File: config.mk
export PLATFORM = sky130hd
export DESIGN_NAME = jtag_test_data_registers
export DESIGN_NICKNAME = d
export VERILOG_FILES = /design/src/hdl/jtag_pkg.sv /design/src/hdl/bit_sync.sv /design/src/hdl/jtag_test_data_registers.sv /design/src/hdl/tap_fsm.sv
export SDC_FILE = /design/constraint.sdc
export NUM_CORES = 2
export LEC_CHECK = 0
export ABC_CLOCK_PERIOD_IN_PS = 4500
export BUFFER_PORTS_ARGS = -buffer_cell sky130_fd_sc_hd__buf_2
export CAP_MARGIN = 10
export CORE_MARGIN = 5
export CORE_UTILIZATION = 65
export CTS_BUF_LIST = sky130_fd_sc_hd__clkbuf_8
export CTS_CLUSTER_SIZE = 20
export DETAILED_ROUTE_END_ITERATION = 8
export PLACE_DENSITY = 0.88
export SETUP_SLACK_MARGIN = 0.4
export SYNTH_ARGS = -nofsm -noshare
export SYNTH_HDL_FRONTEND = slang
export SYNTH_HIERARCHICAL = 1
export SYNTH_SLANG_ARGS = --single-unit
File: constraint.sdc
create_clock -name pclk -period 4.5 [get_ports pclk]
set_input_delay 0.225 -clock pclk [delete_from_list [all_inputs] [get_ports pclk]]
set_output_delay 0.225 -clock pclk [all_outputs]
set_load 0.005 [all_outputs]
File: src/hdl/jtag_pkg.sv
// Shared constants, state codes and carrier types of the JTAG test data registers
package jtag_pkg;

   // ************************************************
   // Instruction register layout
   // ************************************************
   localparam int IR_W = 16;
   localparam int CODE_W = 4;
   localparam int CODE_HI = 15;
   localparam int CODE_LO = 12;
   localparam logic [11:0] IR_RSVD = 12'hfff;
   localparam logic [15:0] IR_RST = 16'hffff;

   // Instruction codes
   localparam logic [3:0] C_EXTEST = 4'h0;
   localparam logic [3:0] C_WAKE = 4'h1;
   localparam logic [3:0] C_SAMPLE = 4'h4;
   localparam logic [3:0] C_RST_OFF = 4'h6;
   localparam logic [3:0] C_RST_ON = 4'h7;
   localparam logic [3:0] C_IRQ = 4'ha;
   localparam logic [3:0] C_IRQ_MASK = 4'he;
   localparam logic [3:0] C_BYPASS = 4'hf;

   // ************************************************
   // Boundary chain layout
   // ************************************************
   localparam int BSR_LEN = 298;
   localparam int DOUT_HI = 265;
   localparam int DOUT_LO = 234;
   localparam int DCTL_HI = 233;
   localparam int DCTL_LO = 202;

   // ************************************************
   // APB register map
   // ************************************************
   localparam logic [7:0] OFF_INSTR = 8'h00;
   localparam logic [7:0] OFF_STATUS = 8'h04;
   localparam logic [7:0] OFF_IRQ_EN = 8'h08;
   localparam logic [7:0] OFF_IRQ_CLR = 8'h0c;
   localparam int EV_W = 3;
   localparam int EV_IRQ = 0;
   localparam int EV_WAKE = 1;
   localparam int EV_RST = 2;
   localparam int LVL_RST = 3;

   // ************************************************
   // TAP states
   // ************************************************
   typedef enum logic [15:0] {
      ST_TLR = 16'h0001, ST_RTI = 16'h0002, ST_SEL_DR = 16'h0004, ST_CAP_DR = 16'h0008,
      ST_SH_DR = 16'h0010, ST_EX1_DR = 16'h0020, ST_PA_DR = 16'h0040, ST_EX2_DR = 16'h0080,
      ST_UPD_DR = 16'h0100, ST_SEL_IR = 16'h0200, ST_CAP_IR = 16'h0400, ST_SH_IR = 16'h0800,
      ST_EX1_IR = 16'h1000, ST_PA_IR = 16'h2000, ST_EX2_IR = 16'h4000, ST_UPD_IR = 16'h8000
   } tap_state_e;

   typedef struct packed {
      logic tck;
      logic tms;
      logic tdi;
      logic trst_n;
   } jtag_pins_s;

   // Boundary chain sits between tdi and tdo
   function automatic logic sel_bsr(input logic [3:0] c);
      return (c == C_EXTEST) || (c == C_SAMPLE);
   endfunction

   // Lowest code bit ignored
   function automatic logic is_irq(input logic [3:0] c);
      return (c & C_IRQ_MASK) == C_IRQ;
   endfunction

endpackage

File: src/hdl/bit_sync.sv
// Two-stage synchroniser for inputs from outside the pclk domain
`timescale 1ns/100ps
module bit_sync #(
   parameter int W = 1
) (
   // Clock and reset
   input wire logic pclk,
   input wire logic presetn,
   input wire logic ce,
   // Data
   input wire logic [W-1:0] d,
   output logic [W-1:0] q
);
   logic [W-1:0] meta_r;

   // First stage feeds only the second
   always_ff @(posedge pclk or negedge presetn) begin
      if (!presetn) begin
         meta_r <= '0;
         q <= '0;
      end else if (ce) begin
         meta_r <= d;
         q <= meta_r;
      end
   end
endmodule // bit_sync

File: src/hdl/jtag_test_data_registers.sv
// JTAG bypass, instruction and boundary scan registers with APB status access
//
// Summary of operation
// - Bypass stage is one flip-flop, invisible to the CPU bus.
// - Bypass code routes tdi through the bypass stage to tdo.
// - Instruction register is 16 bits and read-only from the CPU.
// - Test reset or Test-Logic-Reset loads bypass code 1111.
// - Instructions load over the serial port whatever the CPU mode.
// - Code sits in bits 15:12; CPU writes cannot change it.
// - Codes 0000 and 0100 put the boundary chain between tdi and tdo.
// - Code 0111 asserts the debug reset, 0110 releases it.
// - Codes 101X raise a debug interrupt request to the CPU.
// - Code 0001 requests wake-up from sleep.
// - Instruction bits 11:0 always read as one.
// - Boundary cells capture pin inputs and drive pin outputs and enables.
// - Chain enters at cell 297 and shifts toward cell 0.
// - Data pins use input 297-266, output 265-234, control 233-202.
// - Low test reset resets the port without a tck edge.
// - tms, tdi and tdo move in step with tck per standard TAP.
//
// Chosen here: the APB register port and the register addresses.
`timescale 1ns/100ps
module jtag_test_data_registers (
   // Clock, reset, enable
   input wire logic pclk,
   input wire logic presetn,
   input wire logic ce,
   // APB slave
   input wire logic psel,
   input wire logic penable,
   input wire logic pwrite,
   input wire logic [7:0] paddr,
   input wire logic [31:0] pwdata,
   output logic [31:0] prdata_r,
   output logic pready_r,
   output logic pslverr_r,
   // Test port pins
   input wire jtag_pkg::jtag_pins_s jtag_pins,
   output logic tdo_r,
   output logic tdo_oe_r,
   // Pads
   input wire logic [jtag_pkg::BSR_LEN-1:0] pad_in,
   output logic [jtag_pkg::BSR_LEN-1:0] bsr_upd_r,
   output logic extest_r,
   // Toward the chip
   output logic dbg_reset_r,
   output logic wake_req_r,
   output logic irq_r
);
   // ************************************************
   // Pin sampling and tck edges
   // ************************************************
   logic [3:0] pins_q;
   jtag_pkg::jtag_pins_s pins_s;
   logic [jtag_pkg::BSR_LEN-1:0] pad_s;
   logic tck_d_r;
   logic rise;
   logic fall;
   jtag_pkg::tap_state_e tap_st;

   bit_sync #(.W(4)) u_jsync (
      .pclk(pclk),
      .presetn(presetn),
      .ce(ce),
      .d(jtag_pins),
      .q(pins_q)
   );

   bit_sync #(.W(jtag_pkg::BSR_LEN)) u_psync (
      .pclk(pclk),
      .presetn(presetn),
      .ce(ce),
      .d(pad_in),
      .q(pad_s)
   );

   assign pins_s = jtag_pkg::jtag_pins_s'(pins_q);

   always_ff @(posedge pclk or negedge presetn) begin
      if (!presetn) begin
         tck_d_r <= 1'b0;
      end else if (ce) begin
         tck_d_r <= pins_s.tck;
      end
   end

   assign rise = ce & pins_s.trst_n & pins_s.tck & ~tck_d_r;
   assign fall = ce & pins_s.trst_n & ~pins_s.tck & tck_d_r;

   tap_fsm u_tap (
      .pclk(pclk),
      .presetn(presetn),
      .ce(ce),
      .step(rise),
      .tms(pins_s.tms),
      .trst_n(pins_s.trst_n),
      .state_r(tap_st)
   );

   // ************************************************
   // Instruction register
   // ************************************************
   logic [jtag_pkg::IR_W-1:0] ir_sh_r;
   logic [jtag_pkg::CODE_W-1:0] code_r;
   logic [jtag_pkg::CODE_W-1:0] new_code;
   logic upd_ir;

   assign new_code = ir_sh_r[jtag_pkg::CODE_HI:jtag_pkg::CODE_LO];
   // No CPU mode or sleep input gates this, so loads work in any mode
   assign upd_ir = rise && (tap_st == jtag_pkg::ST_UPD_IR);

   always_ff @(posedge pclk or negedge presetn) begin
      if (!presetn) begin
         ir_sh_r <= jtag_pkg::IR_RST;
      end else if (ce) begin
         if (!pins_s.trst_n) begin
            ir_sh_r <= jtag_pkg::IR_RST;
         end else if (rise && tap_st == jtag_pkg::ST_CAP_IR) begin
            ir_sh_r <= {code_r, jtag_pkg::IR_RSVD};
         end else if (rise && tap_st == jtag_pkg::ST_SH_IR) begin
            ir_sh_r <= {pins_s.tdi, ir_sh_r[jtag_pkg::IR_W-1:1]};
         end
      end
   end

   always_ff @(posedge pclk or negedge presetn) begin
      if (!presetn) begin
         code_r <= jtag_pkg::C_BYPASS;
      end else if (ce) begin
         if (!pins_s.trst_n || tap_st == jtag_pkg::ST_TLR) begin
            code_r <= jtag_pkg::C_BYPASS;
         end else if (upd_ir) begin
            code_r <= new_code;
         end
      end
   end

   // ************************************************
   // Commands toward the chip
   // ************************************************
   logic [jtag_pkg::EV_W-1:0] ev_set;

   always_comb begin
      ev_set = '0;
      ev_set[jtag_pkg::EV_IRQ] = upd_ir && jtag_pkg::is_irq(new_code);
      ev_set[jtag_pkg::EV_WAKE] = upd_ir && (new_code == jtag_pkg::C_WAKE);
      ev_set[jtag_pkg::EV_RST] = upd_ir && (new_code == jtag_pkg::C_RST_ON);
   end

   always_ff @(posedge pclk or negedge presetn) begin
      if (!presetn) begin
         dbg_reset_r <= 1'b0;
      end else if (ce) begin
         if (!pins_s.trst_n) begin
            dbg_reset_r <= 1'b0;
         end else if (upd_ir && new_code == jtag_pkg::C_RST_ON) begin
            dbg_reset_r <= 1'b1;
         end else if (upd_ir && new_code == jtag_pkg::C_RST_OFF) begin
            dbg_reset_r <= 1'b0;
         end
      end
   end

   always_ff @(posedge pclk or negedge presetn) begin
      if (!presetn) begin
         wake_req_r <= 1'b0;
      end else if (ce) begin
         wake_req_r <= ev_set[jtag_pkg::EV_WAKE];
      end
   end

   // ************************************************
   // Bypass stage and boundary chain
   // ************************************************
   logic bypass_r;
   logic [jtag_pkg::BSR_LEN-1:0] bsr_sh_r;
   logic use_bsr;

   // Reserved codes fall into the bypass path; no better answer is owed
   assign use_bsr = jtag_pkg::sel_bsr(code_r);

   always_ff @(posedge pclk or negedge presetn) begin
      if (!presetn) begin
         bypass_r <= 1'b0;
      end else if (ce && rise) begin
         if (tap_st == jtag_pkg::ST_CAP_DR) begin
            bypass_r <= 1'b0;
         end else if (tap_st == jtag_pkg::ST_SH_DR && !use_bsr) begin
            bypass_r <= pins_s.tdi;
         end
      end
   end

   // Every cell captures its pad, then the chain shifts from cell 297 down
   always_ff @(posedge pclk or negedge presetn) begin
      if (!presetn) begin
         bsr_sh_r <= '0;
      end else if (ce && rise && use_bsr) begin
         if (tap_st == jtag_pkg::ST_CAP_DR) begin
            bsr_sh_r <= pad_s;
         end else if (tap_st == jtag_pkg::ST_SH_DR) begin
            bsr_sh_r <= {pins_s.tdi, bsr_sh_r[jtag_pkg::BSR_LEN-1:1]};
         end
      end
   end

   // Update stage holds pad drive steady while the chain shifts
   always_ff @(posedge pclk or negedge presetn) begin
      if (!presetn) begin
         bsr_upd_r <= '0;
      end else if (ce && rise && use_bsr && tap_st == jtag_pkg::ST_UPD_DR) begin
         bsr_upd_r <= bsr_sh_r;
      end
   end

   always_ff @(posedge pclk or negedge presetn) begin
      if (!presetn) begin
         extest_r <= 1'b0;
      end else if (ce) begin
         extest_r <= pins_s.trst_n && (code_r == jtag_pkg::C_EXTEST);
      end
   end

   // ************************************************
   // Serial output, changed on falling tck
   // ************************************************
   logic in_shift;

   assign in_shift = (tap_st == jtag_pkg::ST_SH_DR) || (tap_st == jtag_pkg::ST_SH_IR);

   always_ff @(posedge pclk or negedge presetn) begin
      if (!presetn) begin
         tdo_r <= 1'b0;
         tdo_oe_r <= 1'b0;
      end else if (ce) begin
         if (!pins_s.trst_n) begin
            tdo_oe_r <= 1'b0;
         end else if (fall) begin
            tdo_oe_r <= in_shift;
            if (tap_st == jtag_pkg::ST_SH_IR) begin
               tdo_r <= ir_sh_r[0];
            end else if (use_bsr) begin
               tdo_r <= bsr_sh_r[0];
            end else begin
               tdo_r <= bypass_r;
            end
         end
      end
   end

   // ************************************************
   // APB slave and interrupt status
   // ************************************************
   logic setup;
   logic wr;
   logic [jtag_pkg::EV_W-1:0] irq_en_r;
   logic [jtag_pkg::EV_W-1:0] status_r;
   logic [jtag_pkg::EV_W-1:0] clr;
   logic [31:0] rd_val;
   logic mapped;

   assign setup = ce && psel && !penable;
   assign wr = ce && psel && penable && pready_r && pwrite;
   assign clr = (wr && paddr == jtag_pkg::OFF_IRQ_CLR) ? pwdata[jtag_pkg::EV_W-1:0] : '0;

   always_comb begin
      rd_val = '0;
      mapped = 1'b1;
      case (paddr)
         jtag_pkg::OFF_INSTR: rd_val = {16'h0000, code_r, jtag_pkg::IR_RSVD};
         jtag_pkg::OFF_STATUS: rd_val = {28'h0000000, dbg_reset_r, status_r};
         jtag_pkg::OFF_IRQ_EN: rd_val = {29'h00000000, irq_en_r};
         jtag_pkg::OFF_IRQ_CLR: rd_val = '0;
         default: mapped = 1'b0;
      endcase
   end

   // One wait-free access phase: ready rises right after setup
   always_ff @(posedge pclk or negedge presetn) begin
      if (!presetn) begin
         pready_r <= 1'b0;
         pslverr_r <= 1'b0;
         prdata_r <= '0;
      end else if (ce) begin
         pready_r <= setup;
         pslverr_r <= setup && !mapped;
         if (setup && !pwrite) begin
            prdata_r <= rd_val;
         end
      end
   end

   // Writes to the instruction offset land nowhere
   always_ff @(posedge pclk or negedge presetn) begin
      if (!presetn) begin
         irq_en_r <= '0;
      end else if (wr && paddr == jtag_pkg::OFF_IRQ_EN) begin
         irq_en_r <= pwdata[jtag_pkg::EV_W-1:0];
      end
   end

   // A new event wins over a clear in the same cycle
   always_ff @(posedge pclk or negedge presetn) begin
      if (!presetn) begin
         status_r <= '0;
      end else if (ce) begin
         status_r <= (status_r & ~clr) | ev_set;
      end
   end

   always_ff @(posedge pclk or negedge presetn) begin
      if (!presetn) begin
         irq_r <= 1'b0;
      end else if (ce) begin
         irq_r <= |(status_r & irq_en_r);
      end
   end

   // ************************************************
   // Checks
   // ************************************************
   apb_ready_a: assert property (
      @(posedge pclk) disable iff (!presetn)
      setup |=> pready_r ##1 (!pready_r || !ce || (psel && !penable)))
      else $error("APB ready not given one cycle after setup");

   instr_ones_a: assert property (
      @(posedge pclk) disable iff (!presetn)
      (setup && !pwrite && paddr == jtag_pkg::OFF_INSTR)
      |=> (prdata_r[11:0] == jtag_pkg::IR_RSVD) && !pslverr_r)
      else $error("Instruction read has reserved bits not all one");

   instr_ro_a: assert property (
      @(posedge pclk) disable iff (!presetn)
      (wr && paddr == jtag_pkg::OFF_INSTR && !upd_ir && pins_s.trst_n
       && tap_st != jtag_pkg::ST_TLR) |=> $stable(code_r))
      else $error("CPU write changed the instruction code");

   bypass_reset_a: assert property (
      @(posedge pclk) disable iff (!presetn)
      (ce && (!pins_s.trst_n || tap_st == jtag_pkg::ST_TLR)) |=> code_r == jtag_pkg::C_BYPASS)
      else $error("Instruction code not bypass after test reset");

   dbg_reset_a: assert property (
      @(posedge pclk) disable iff (!presetn)
      (upd_ir && new_code == jtag_pkg::C_RST_ON) |=> dbg_reset_r ##1 (dbg_reset_r || !ce
       || !pins_s.trst_n || $past(upd_ir)))
      else $error("Debug reset not asserted by reset-assert code");

   irq_event_a: assert property (
      @(posedge pclk) disable iff (!presetn)
      (upd_ir && jtag_pkg::is_irq(new_code) && irq_en_r[jtag_pkg::EV_IRQ]) |=> ##1 irq_r)
      else $error("Interrupt code did not raise the interrupt");

   wake_pulse_a: assert property (
      @(posedge pclk) disable iff (!presetn)
      (upd_ir && new_code == jtag_pkg::C_WAKE) |=> wake_req_r && status_r[jtag_pkg::EV_WAKE])
      else $error("Wake code did not issue a wake request");

   bypass_path_a: assert property (
      @(posedge pclk) disable iff (!presetn)
      (rise && tap_st == jtag_pkg::ST_SH_DR && !use_bsr) |=> bypass_r == $past(pins_s.tdi))
      else $error("Bypass stage did not take tdi");

   tdo_enable_a: assert property (
      @(posedge pclk) disable iff (!presetn)
      (fall && tap_st == jtag_pkg::ST_SH_IR) |=> tdo_oe_r && tdo_r == $past(ir_sh_r[0]))
      else $error("tdo not driven from instruction LSB in Shift-IR");

endmodule // jtag_test_data_registers

File: src/hdl/tap_fsm.sv
// TAP controller state machine stepped by sampled tck rising edges
`timescale 1ns/100ps
module tap_fsm (
   // Clock and reset
   input wire logic pclk,
   input wire logic presetn,
   input wire logic ce,
   // Link
   input wire logic step,
   input wire logic tms,
   input wire logic trst_n,
   // State
   output jtag_pkg::tap_state_e state_r
);
   jtag_pkg::tap_state_e state_nxt;

   always_comb begin
      case (state_r)
         jtag_pkg::ST_TLR: state_nxt = tms ? jtag_pkg::ST_TLR : jtag_pkg::ST_RTI;
         jtag_pkg::ST_RTI: state_nxt = tms ? jtag_pkg::ST_SEL_DR : jtag_pkg::ST_RTI;
         jtag_pkg::ST_SEL_DR: state_nxt = tms ? jtag_pkg::ST_SEL_IR : jtag_pkg::ST_CAP_DR;
         jtag_pkg::ST_CAP_DR: state_nxt = tms ? jtag_pkg::ST_EX1_DR : jtag_pkg::ST_SH_DR;
         jtag_pkg::ST_SH_DR: state_nxt = tms ? jtag_pkg::ST_EX1_DR : jtag_pkg::ST_SH_DR;
         jtag_pkg::ST_EX1_DR: state_nxt = tms ? jtag_pkg::ST_UPD_DR : jtag_pkg::ST_PA_DR;
         jtag_pkg::ST_PA_DR: state_nxt = tms ? jtag_pkg::ST_EX2_DR : jtag_pkg::ST_PA_DR;
         jtag_pkg::ST_EX2_DR: state_nxt = tms ? jtag_pkg::ST_UPD_DR : jtag_pkg::ST_SH_DR;
         jtag_pkg::ST_UPD_DR: state_nxt = tms ? jtag_pkg::ST_SEL_DR : jtag_pkg::ST_RTI;
         jtag_pkg::ST_SEL_IR: state_nxt = tms ? jtag_pkg::ST_TLR : jtag_pkg::ST_CAP_IR;
         jtag_pkg::ST_CAP_IR: state_nxt = tms ? jtag_pkg::ST_EX1_IR : jtag_pkg::ST_SH_IR;
         jtag_pkg::ST_SH_IR: state_nxt = tms ? jtag_pkg::ST_EX1_IR : jtag_pkg::ST_SH_IR;
         jtag_pkg::ST_EX1_IR: state_nxt = tms ? jtag_pkg::ST_UPD_IR : jtag_pkg::ST_PA_IR;
         jtag_pkg::ST_PA_IR: state_nxt = tms ? jtag_pkg::ST_EX2_IR : jtag_pkg::ST_PA_IR;
         jtag_pkg::ST_EX2_IR: state_nxt = tms ? jtag_pkg::ST_UPD_IR : jtag_pkg::ST_SH_IR;
         jtag_pkg::ST_UPD_IR: state_nxt = tms ? jtag_pkg::ST_SEL_DR : jtag_pkg::ST_RTI;
         default: state_nxt = jtag_pkg::ST_TLR;
      endcase
   end

   // Test reset needs no tck edge
   always_ff @(posedge pclk or negedge presetn) begin
      if (!presetn) begin
         state_r <= jtag_pkg::ST_TLR;
      end else if (ce) begin
         if (!trst_n) begin
            state_r <= jtag_pkg::ST_TLR;
         end else if (step) begin
            state_r <= state_nxt;
         end
      end
   end
endmodule // tap_fsm

Yosys cells after proc, flatten, opt, wreduce, memory -nomap -nowiden
Index checks and enable logic that the tools add are counted.
W data, S select, Z words.
Storage, ports and cells
  flip-flop bits (word level): 1284
  logic and storage cells: 143
  memories kept: 0
  output and inout bits: 338
  bits in read-only memories: 0
  bits in writable memories: 0
  latch bits: 0
Cells by class
  div/mod/pow operators: 0
  $add $sub $neg: 0
  equality and inequality tests: 28
  $lt $le $gt $ge: 0
  shift-type cells: 0
  multipliers: 0
  mux-type cells: 34
  reduce and logical (&&, ||, !) cells: 48
  bitwise gates (word level): 11
Operators with widths (count)
  $mux W298: 2
  $pmux W16 S12: 1
  $mux W16: 7
  $pmux W16 S3: 1
  $logic_and A1 B1 Y1: 21
  $mux W9: 2
  $eq A16 B1 Y1 const B: 1
  $eq A16 B10 Y1 const B: 1
  $eq A16 B11 Y1 const B: 1
  $eq A16 B12 Y1 const B: 1
  $eq A16 B13 Y1 const B: 1
  $eq A16 B14 Y1 const B: 1
  $eq A16 B15 Y1 const B: 1
  $eq A16 B16 Y1 const B: 1
  $eq A16 B2 Y1 const B: 1
  $eq A16 B3 Y1 const B: 1
  $eq A16 B4 Y1 const B: 1
  $eq A16 B5 Y1 const B: 1
  $eq A16 B6 Y1 const B: 1
  $eq A16 B7 Y1 const B: 1
  $eq A16 B8 Y1 const B: 1
  $eq A16 B9 Y1 const B: 1
  $eq A8 B4 Y1 const B: 2
  $reduce_and A2 Y1: 8
  other kinds (30): 61

Depth between registers and ports, before layout
  depth in word-level cells: 9
  mapped depth: 9
  depth with buffers taken out: 5

Cells and area by module
Netlist, hierarchy kept.
Modules (own cells, without submodules)
  jtag_test_data_registers: cells an instance 3096, instances 1, area an instance 32462.4 µm², seq. area each 16065.4 µm²
  bit_sync at u_psync: cells an instance 1258, instances 1, area an instance 22265.1 µm², seq. area each 14914.3 µm²
  tap_fsm: cells an instance 130, instances 1, area an instance 1121.1 µm², seq. area each 401.6 µm²
  bit_sync at u_jsync: cells an instance 17, instances 1, area an instance 331.6 µm², seq. area each 200.2 µm²

Worst setup path before layout
No wires, ideal clock.
  path kind: flip-flop to flip-flop
  from: register u_tap.state_r[11]
  to: register bsr_upd_r[279] (netlist bit)
  buffers on the path: 4
  cell stages (with the launch flop): 8
  slack: 2265 ps
  period minus slack after synthesis: 2235 ps
  library setup time: 125 ps
  data arrival time: 2110 ps
  cell sequence: dfrtp_1 buf_2 or4b_2 nor4_2 buf_4 buf_6 buf_6 mux2_2
Between the ends
  cells in the longest elaborated chain, start to end: 2
RTL lines
  start: declaration: RTL line tap_fsm.sv:13  | output jtag_pkg::tap_state_e state_r
  start signal: assignment: RTL line tap_fsm.sv:42  | state_r <= jtag_pkg::ST_TLR;
  start signal: assignment: RTL line tap_fsm.sv:45  | state_r <= jtag_pkg::ST_TLR;
  start signal: assignment: RTL line tap_fsm.sv:47  | state_r <= state_nxt;
  $eq A16 B9 Y1: RTL line jtag_test_data_registers.sv:211  | end else if (ce && rise && use_bsr && tap_st == jtag_pkg::ST_UPD_DR) begin
  $logic_and A1 B1 Y1: RTL line jtag_test_data_registers.sv:211
  end signal: assignment: RTL line jtag_test_data_registers.sv:212  | bsr_upd_r <= bsr_sh_r;
  end: declaration: RTL line jtag_test_data_registers.sv:43  | output logic [jtag_pkg::BSR_LEN-1:0] bsr_upd_r,
No other way between the ends.
A chain may end at the register's enable or synchronous reset.

Worst setup path in the final report
  from: register u_tap.state_r[9]
  to: register bsr_sh_r[67] (netlist bit)
Between the ends
  cells in the longest elaborated chain, start to end: 3
  elaborated cells between the ends (all ways): 5
  classes of those cells: 2 x eq/ne; 1 x mux; 2 x reduce/logical
RTL lines
  $eq A16 B4 Y1 / $eq A16 B5 Y1 (equally long branches): RTL line jtag_test_data_registers.sv:199, jtag_test_data_registers.sv:201
  $reduce_bool A2 Y1 (no line)
  $reduce_and A2 Y1 (no line)
  end signal: assignment: RTL line jtag_test_data_registers.sv:200  | bsr_sh_r <= pad_s;
  end signal: assignment: RTL line jtag_test_data_registers.sv:202  | bsr_sh_r <= {pins_s.tdi, bsr_sh_r[jtag_pkg::BSR_LEN-1:1]};
  end: declaration: RTL line jtag_test_data_registers.sv:176  | logic [jtag_pkg::BSR_LEN-1:0] bsr_sh_r;
Several ways; a longest one is shown, not always the timed one.

==> flow_metrics.py <==
metrics = {
    "grt": {
        "grt_max_degree": 193,
        "antenna_found_initial": 37,
        "grt_pass1_vias": 47900,
        "grt_usage_pct": 39.7,
        "grt_remaining_overflow": 0,
        "grt_pass1_wl_mm": 290,
    },
    "sta": {
        "slew_headroom_pct": 17.1,
        "finalHoldViolations": 27,
        "tns_ps": 0,
        "worst_pin_slew_ps": 1240,
        "post-route-min-period_ps": 3390,
        "fin_skew_ps": 55.0,
        "finalCritPeriodShare_pct": 75.3,
        "clock.fmax_mhz": 295,
        "setup_viol": 0,
        "drv_slew": 0,
        "grt_setup_unrepaired": "no",
        "holdWs_ps": -17.7,
    },
    "floorplanning": {
        "io_pins": 686,
        "dieHeight_um": 304,
        "die_width_um": 304,
        "initial_core_util_pct": 65.8,
        "rows": 107,
        "coreArea_um2": 85400,
        "die_area_um2": 92400,
    },
    "power": {
        "power_frac_clock_pct": 41.3,
        "p_per_area_nw_per_um2": 366,
        "power.switching_mw": 6.33,
        "seqPwrFrac_pct": 51.2,
        "ir_drop_uv": 411,
        "internal-power_mw": 18.1,
        "p_comb_share_pct": 7.6,
        "switching_share_pct": 25.8,
        "power_leakage_nw": 29.2,
    },
    "clocking": {
        "cts_buffers": 197,
        "cts_tree": "built",
        "clock_latency_ps": 920,
        "clk_path_buf_depth": 3,
        "root_buffer": "clkbuf_8",
        "h-tree-depth": 4,
        "clk_pin_slew_worst_paths_ps": 70,
        "cts_sinks": 1261,
    },
    "worst_setup_path": {
        "cp_max_fo": 100,
        "worstSetupEndpointType": "flop",
        "r2r_cells": 6,
        "start_kind": "flop",
        "worstPathRequired_ps": 5250,
        "critPathKind": "reg -> reg",
        "arrival_ps": 4140,
    },
    "logic_synthesis": {
        "yosysWarnings": 6,
        "synth_top_family_by_area": "multiplexers",
        "synth_fa_ha_area_share_pct": 0,
        "synth_cell_types": 72,
        "yosys.cell_count.top_type": "dfrtp_1",
        "ys_seq_area_share_pct": 56.2,
        "async_flop_share_pct": 100,
        "synth_area_leader_cell": "dfrtp_1",
        "synth-compound-area-share_pct": 15.3,
        "synth.top_cell.area_share_pct": 55.2,
        "syn_area_um2": 56200,
        "synthMuxAreaShare_pct": 18.2,
        "synthSimpleGateAreaFrac_pct": 5.42,
        "synth-seq-cells": 1261,
        "synth_edf_count": 0,
        "synth_xor_area_share_pct": 0.140,
        "avgSynthCellArea_um2": 12.5,
        "netlist_instances": 4501,
        "ys.flop_type": "dfrtp_1",
        "synth_area_leaders": "dfrtp_1 (55%), mux2_2 (14%), mux2_1 (4.1%), nand2_1 (3.0%), a41oi_1 (3.0%)",
        "yosys-top-cells-count": "dfrtp_1 (1,240), mux2_2 (692), nand2_1 (448)",
    },
    "drt": {
        "ant_nets": 0,
        "drtIter0Drc": 5908,
        "drt_first_pass_iters": 9,
        "vias": 46500,
        "drc": 0,
        "via_per_inst": 6.99,
        "wl_per_cell_um": 28.7,
        "wl_mm": 191,
    },
    "placed_design": {
        "place_congestion": 0.878,
        "io_buffers": 640,
        "dp_hpwl_mm": 94.0,
        "placed_area_um2": 59300,
    },
    "finish": {
        "layout.nets": 5652,
        "area_growth_pct": 18.9,
        "drive_above_1_share_pct": 31.8,
        "fin_area_um2": 66800,
    },
    "run_status": {
        "violations": "negative hold slack",
        "status": "finished, violations left",
    },
    "job": {
        "cap_violations": 0,
    },
    "worst_hold_path": {
        "hp-class": "in -> async",
    },
}
## layer usage
layer,track usage (%),part of all wire (%)
met2,62.6,46
met3,11.8,11
met4,27.8,8.5
met5,0,0.050
met1,47.0,34
## through the flow
stage	hold WS [ps]	total power, mW	utilization (%)	worst slack (ps)	cells
3_5_place_dp	360	14.1	69.5	1240	5908
6_report	-17.7	24.5	78.2	1110	6643
3_3_place_gp	364	14.0	69.5	1320	5908
2_1_floorplan	-70.6	13.5	-	2260	4516
4_1_cts	1.29	23.9	78.1	1210	6600
5_1_grt	60.9	25.1	78.2	922	6634
## state kept, by name, summed over array words and instances (netlist names), 3 cells and up
name / cells
u_tap/state_r: 16
bsr_upd_r: 298
u_jsync/q: 4
irq_en_r: 3
u_psync/q: 298
code_r: 4
u_jsync/meta_r: 4
status_r: 3
ir_sh_r: 16
bsr_sh_r: 298
prdata_r: 9
u_psync/meta_r: 298
## cell families (layout without fill, tap and decap cells)
kind of cell	count (synthesis)	after routing
flops	1261	1261
compound gates	1187	1187
mux	907	907
simple gates	655	655
buf+inv	481	1421
xor+xnor	9	9
other cells	1	59
## what timing repair did
| item | 4_1_cts | 5_1_grt |
|---|---|---|
| resized for setup | 0 | 0 |
| buffers inserted | 0 | 0 |
| hold endpoints to repair | 464 | 0 |
| setup endpoints to repair | 0 | 0 |
| hold buffers | 341 | 0 |
## path summary, 6_finish.rpt
| path | from | endpoint | slack [ps] |
|---|---|---|---|
| max | u_tap/state_r[9] | bsr_sh_r[67] | 1110 |
| min | presetn | bsr_sh_r[23] | -20 |
| max reg2reg | u_tap/state_r[9] | bsr_sh_r[67] | 1110 |
| min reg2reg | bsr_upd_r[80] | bsr_upd_r[80] | 480 |
| max in group asynchronous | presetn | u_psync/q[174] | 3080 |
| min in group pclk | pad_in[157] | u_psync/meta_r[157] | 70 |
## final cells by class
| class | count | area, um^2 |
|---|---|---|
| flip-flops and latches | 1261 | 31600 |
| clock inverters | 107 | 617 |
| fillers | 4456 | 18600 |
| well taps | 1144 | 1430 |
| multi-input cells | 2774 | 22100 |
| clock buffers | 244 | 3360 |
| diodes | 43 | 108 |
| repair buffers | 1053 | 7570 |
| inverters | 17 | 63.8 |
## power groups by stage
stage	Combinational (mW)	Clock [mW]	Sequential, mW
finish	1.85	10.1	12.5
detailed placement	1.49	0	12.6
CTS	1.76	9.73	12.4
global route	1.98	10.6	12.6
global placement	1.43	0	12.6
floorplan	0.992	0	12.5
## placed cells by master, fill, tap and decap left out, drive strengths merged, types with 5 or more instances in the layout
cell type and count:
dfrtp 1240, mux2 904, buf 712, nand2 448, dlygate4sd3 341, o21ai 335
clkbuf 244, o211ai 200, a21boi 191, a41oi 190, nor4 113, o41ai 102
a211o 99, inv 97, diode 43, dfstp 21, clkinv 19, nor2 18
conb 16, o31a 14, o22a 12, nand4 12, nor3 11, a21oi 9
o31ai 8, or4 7, nand3 6, nor4b 6, xor2 5, nand2b 5
a22o 5
## worst max-delay path, stage by stage (launching register included)
cell and delay [ps]:
dfrtp_1 600, nor4_2 160, nand2_4 110, buf_4 850, buf_4 890, o41ai_1 210, a211o_1 300
Note: power is estimated with default switching activity, not from simulation.
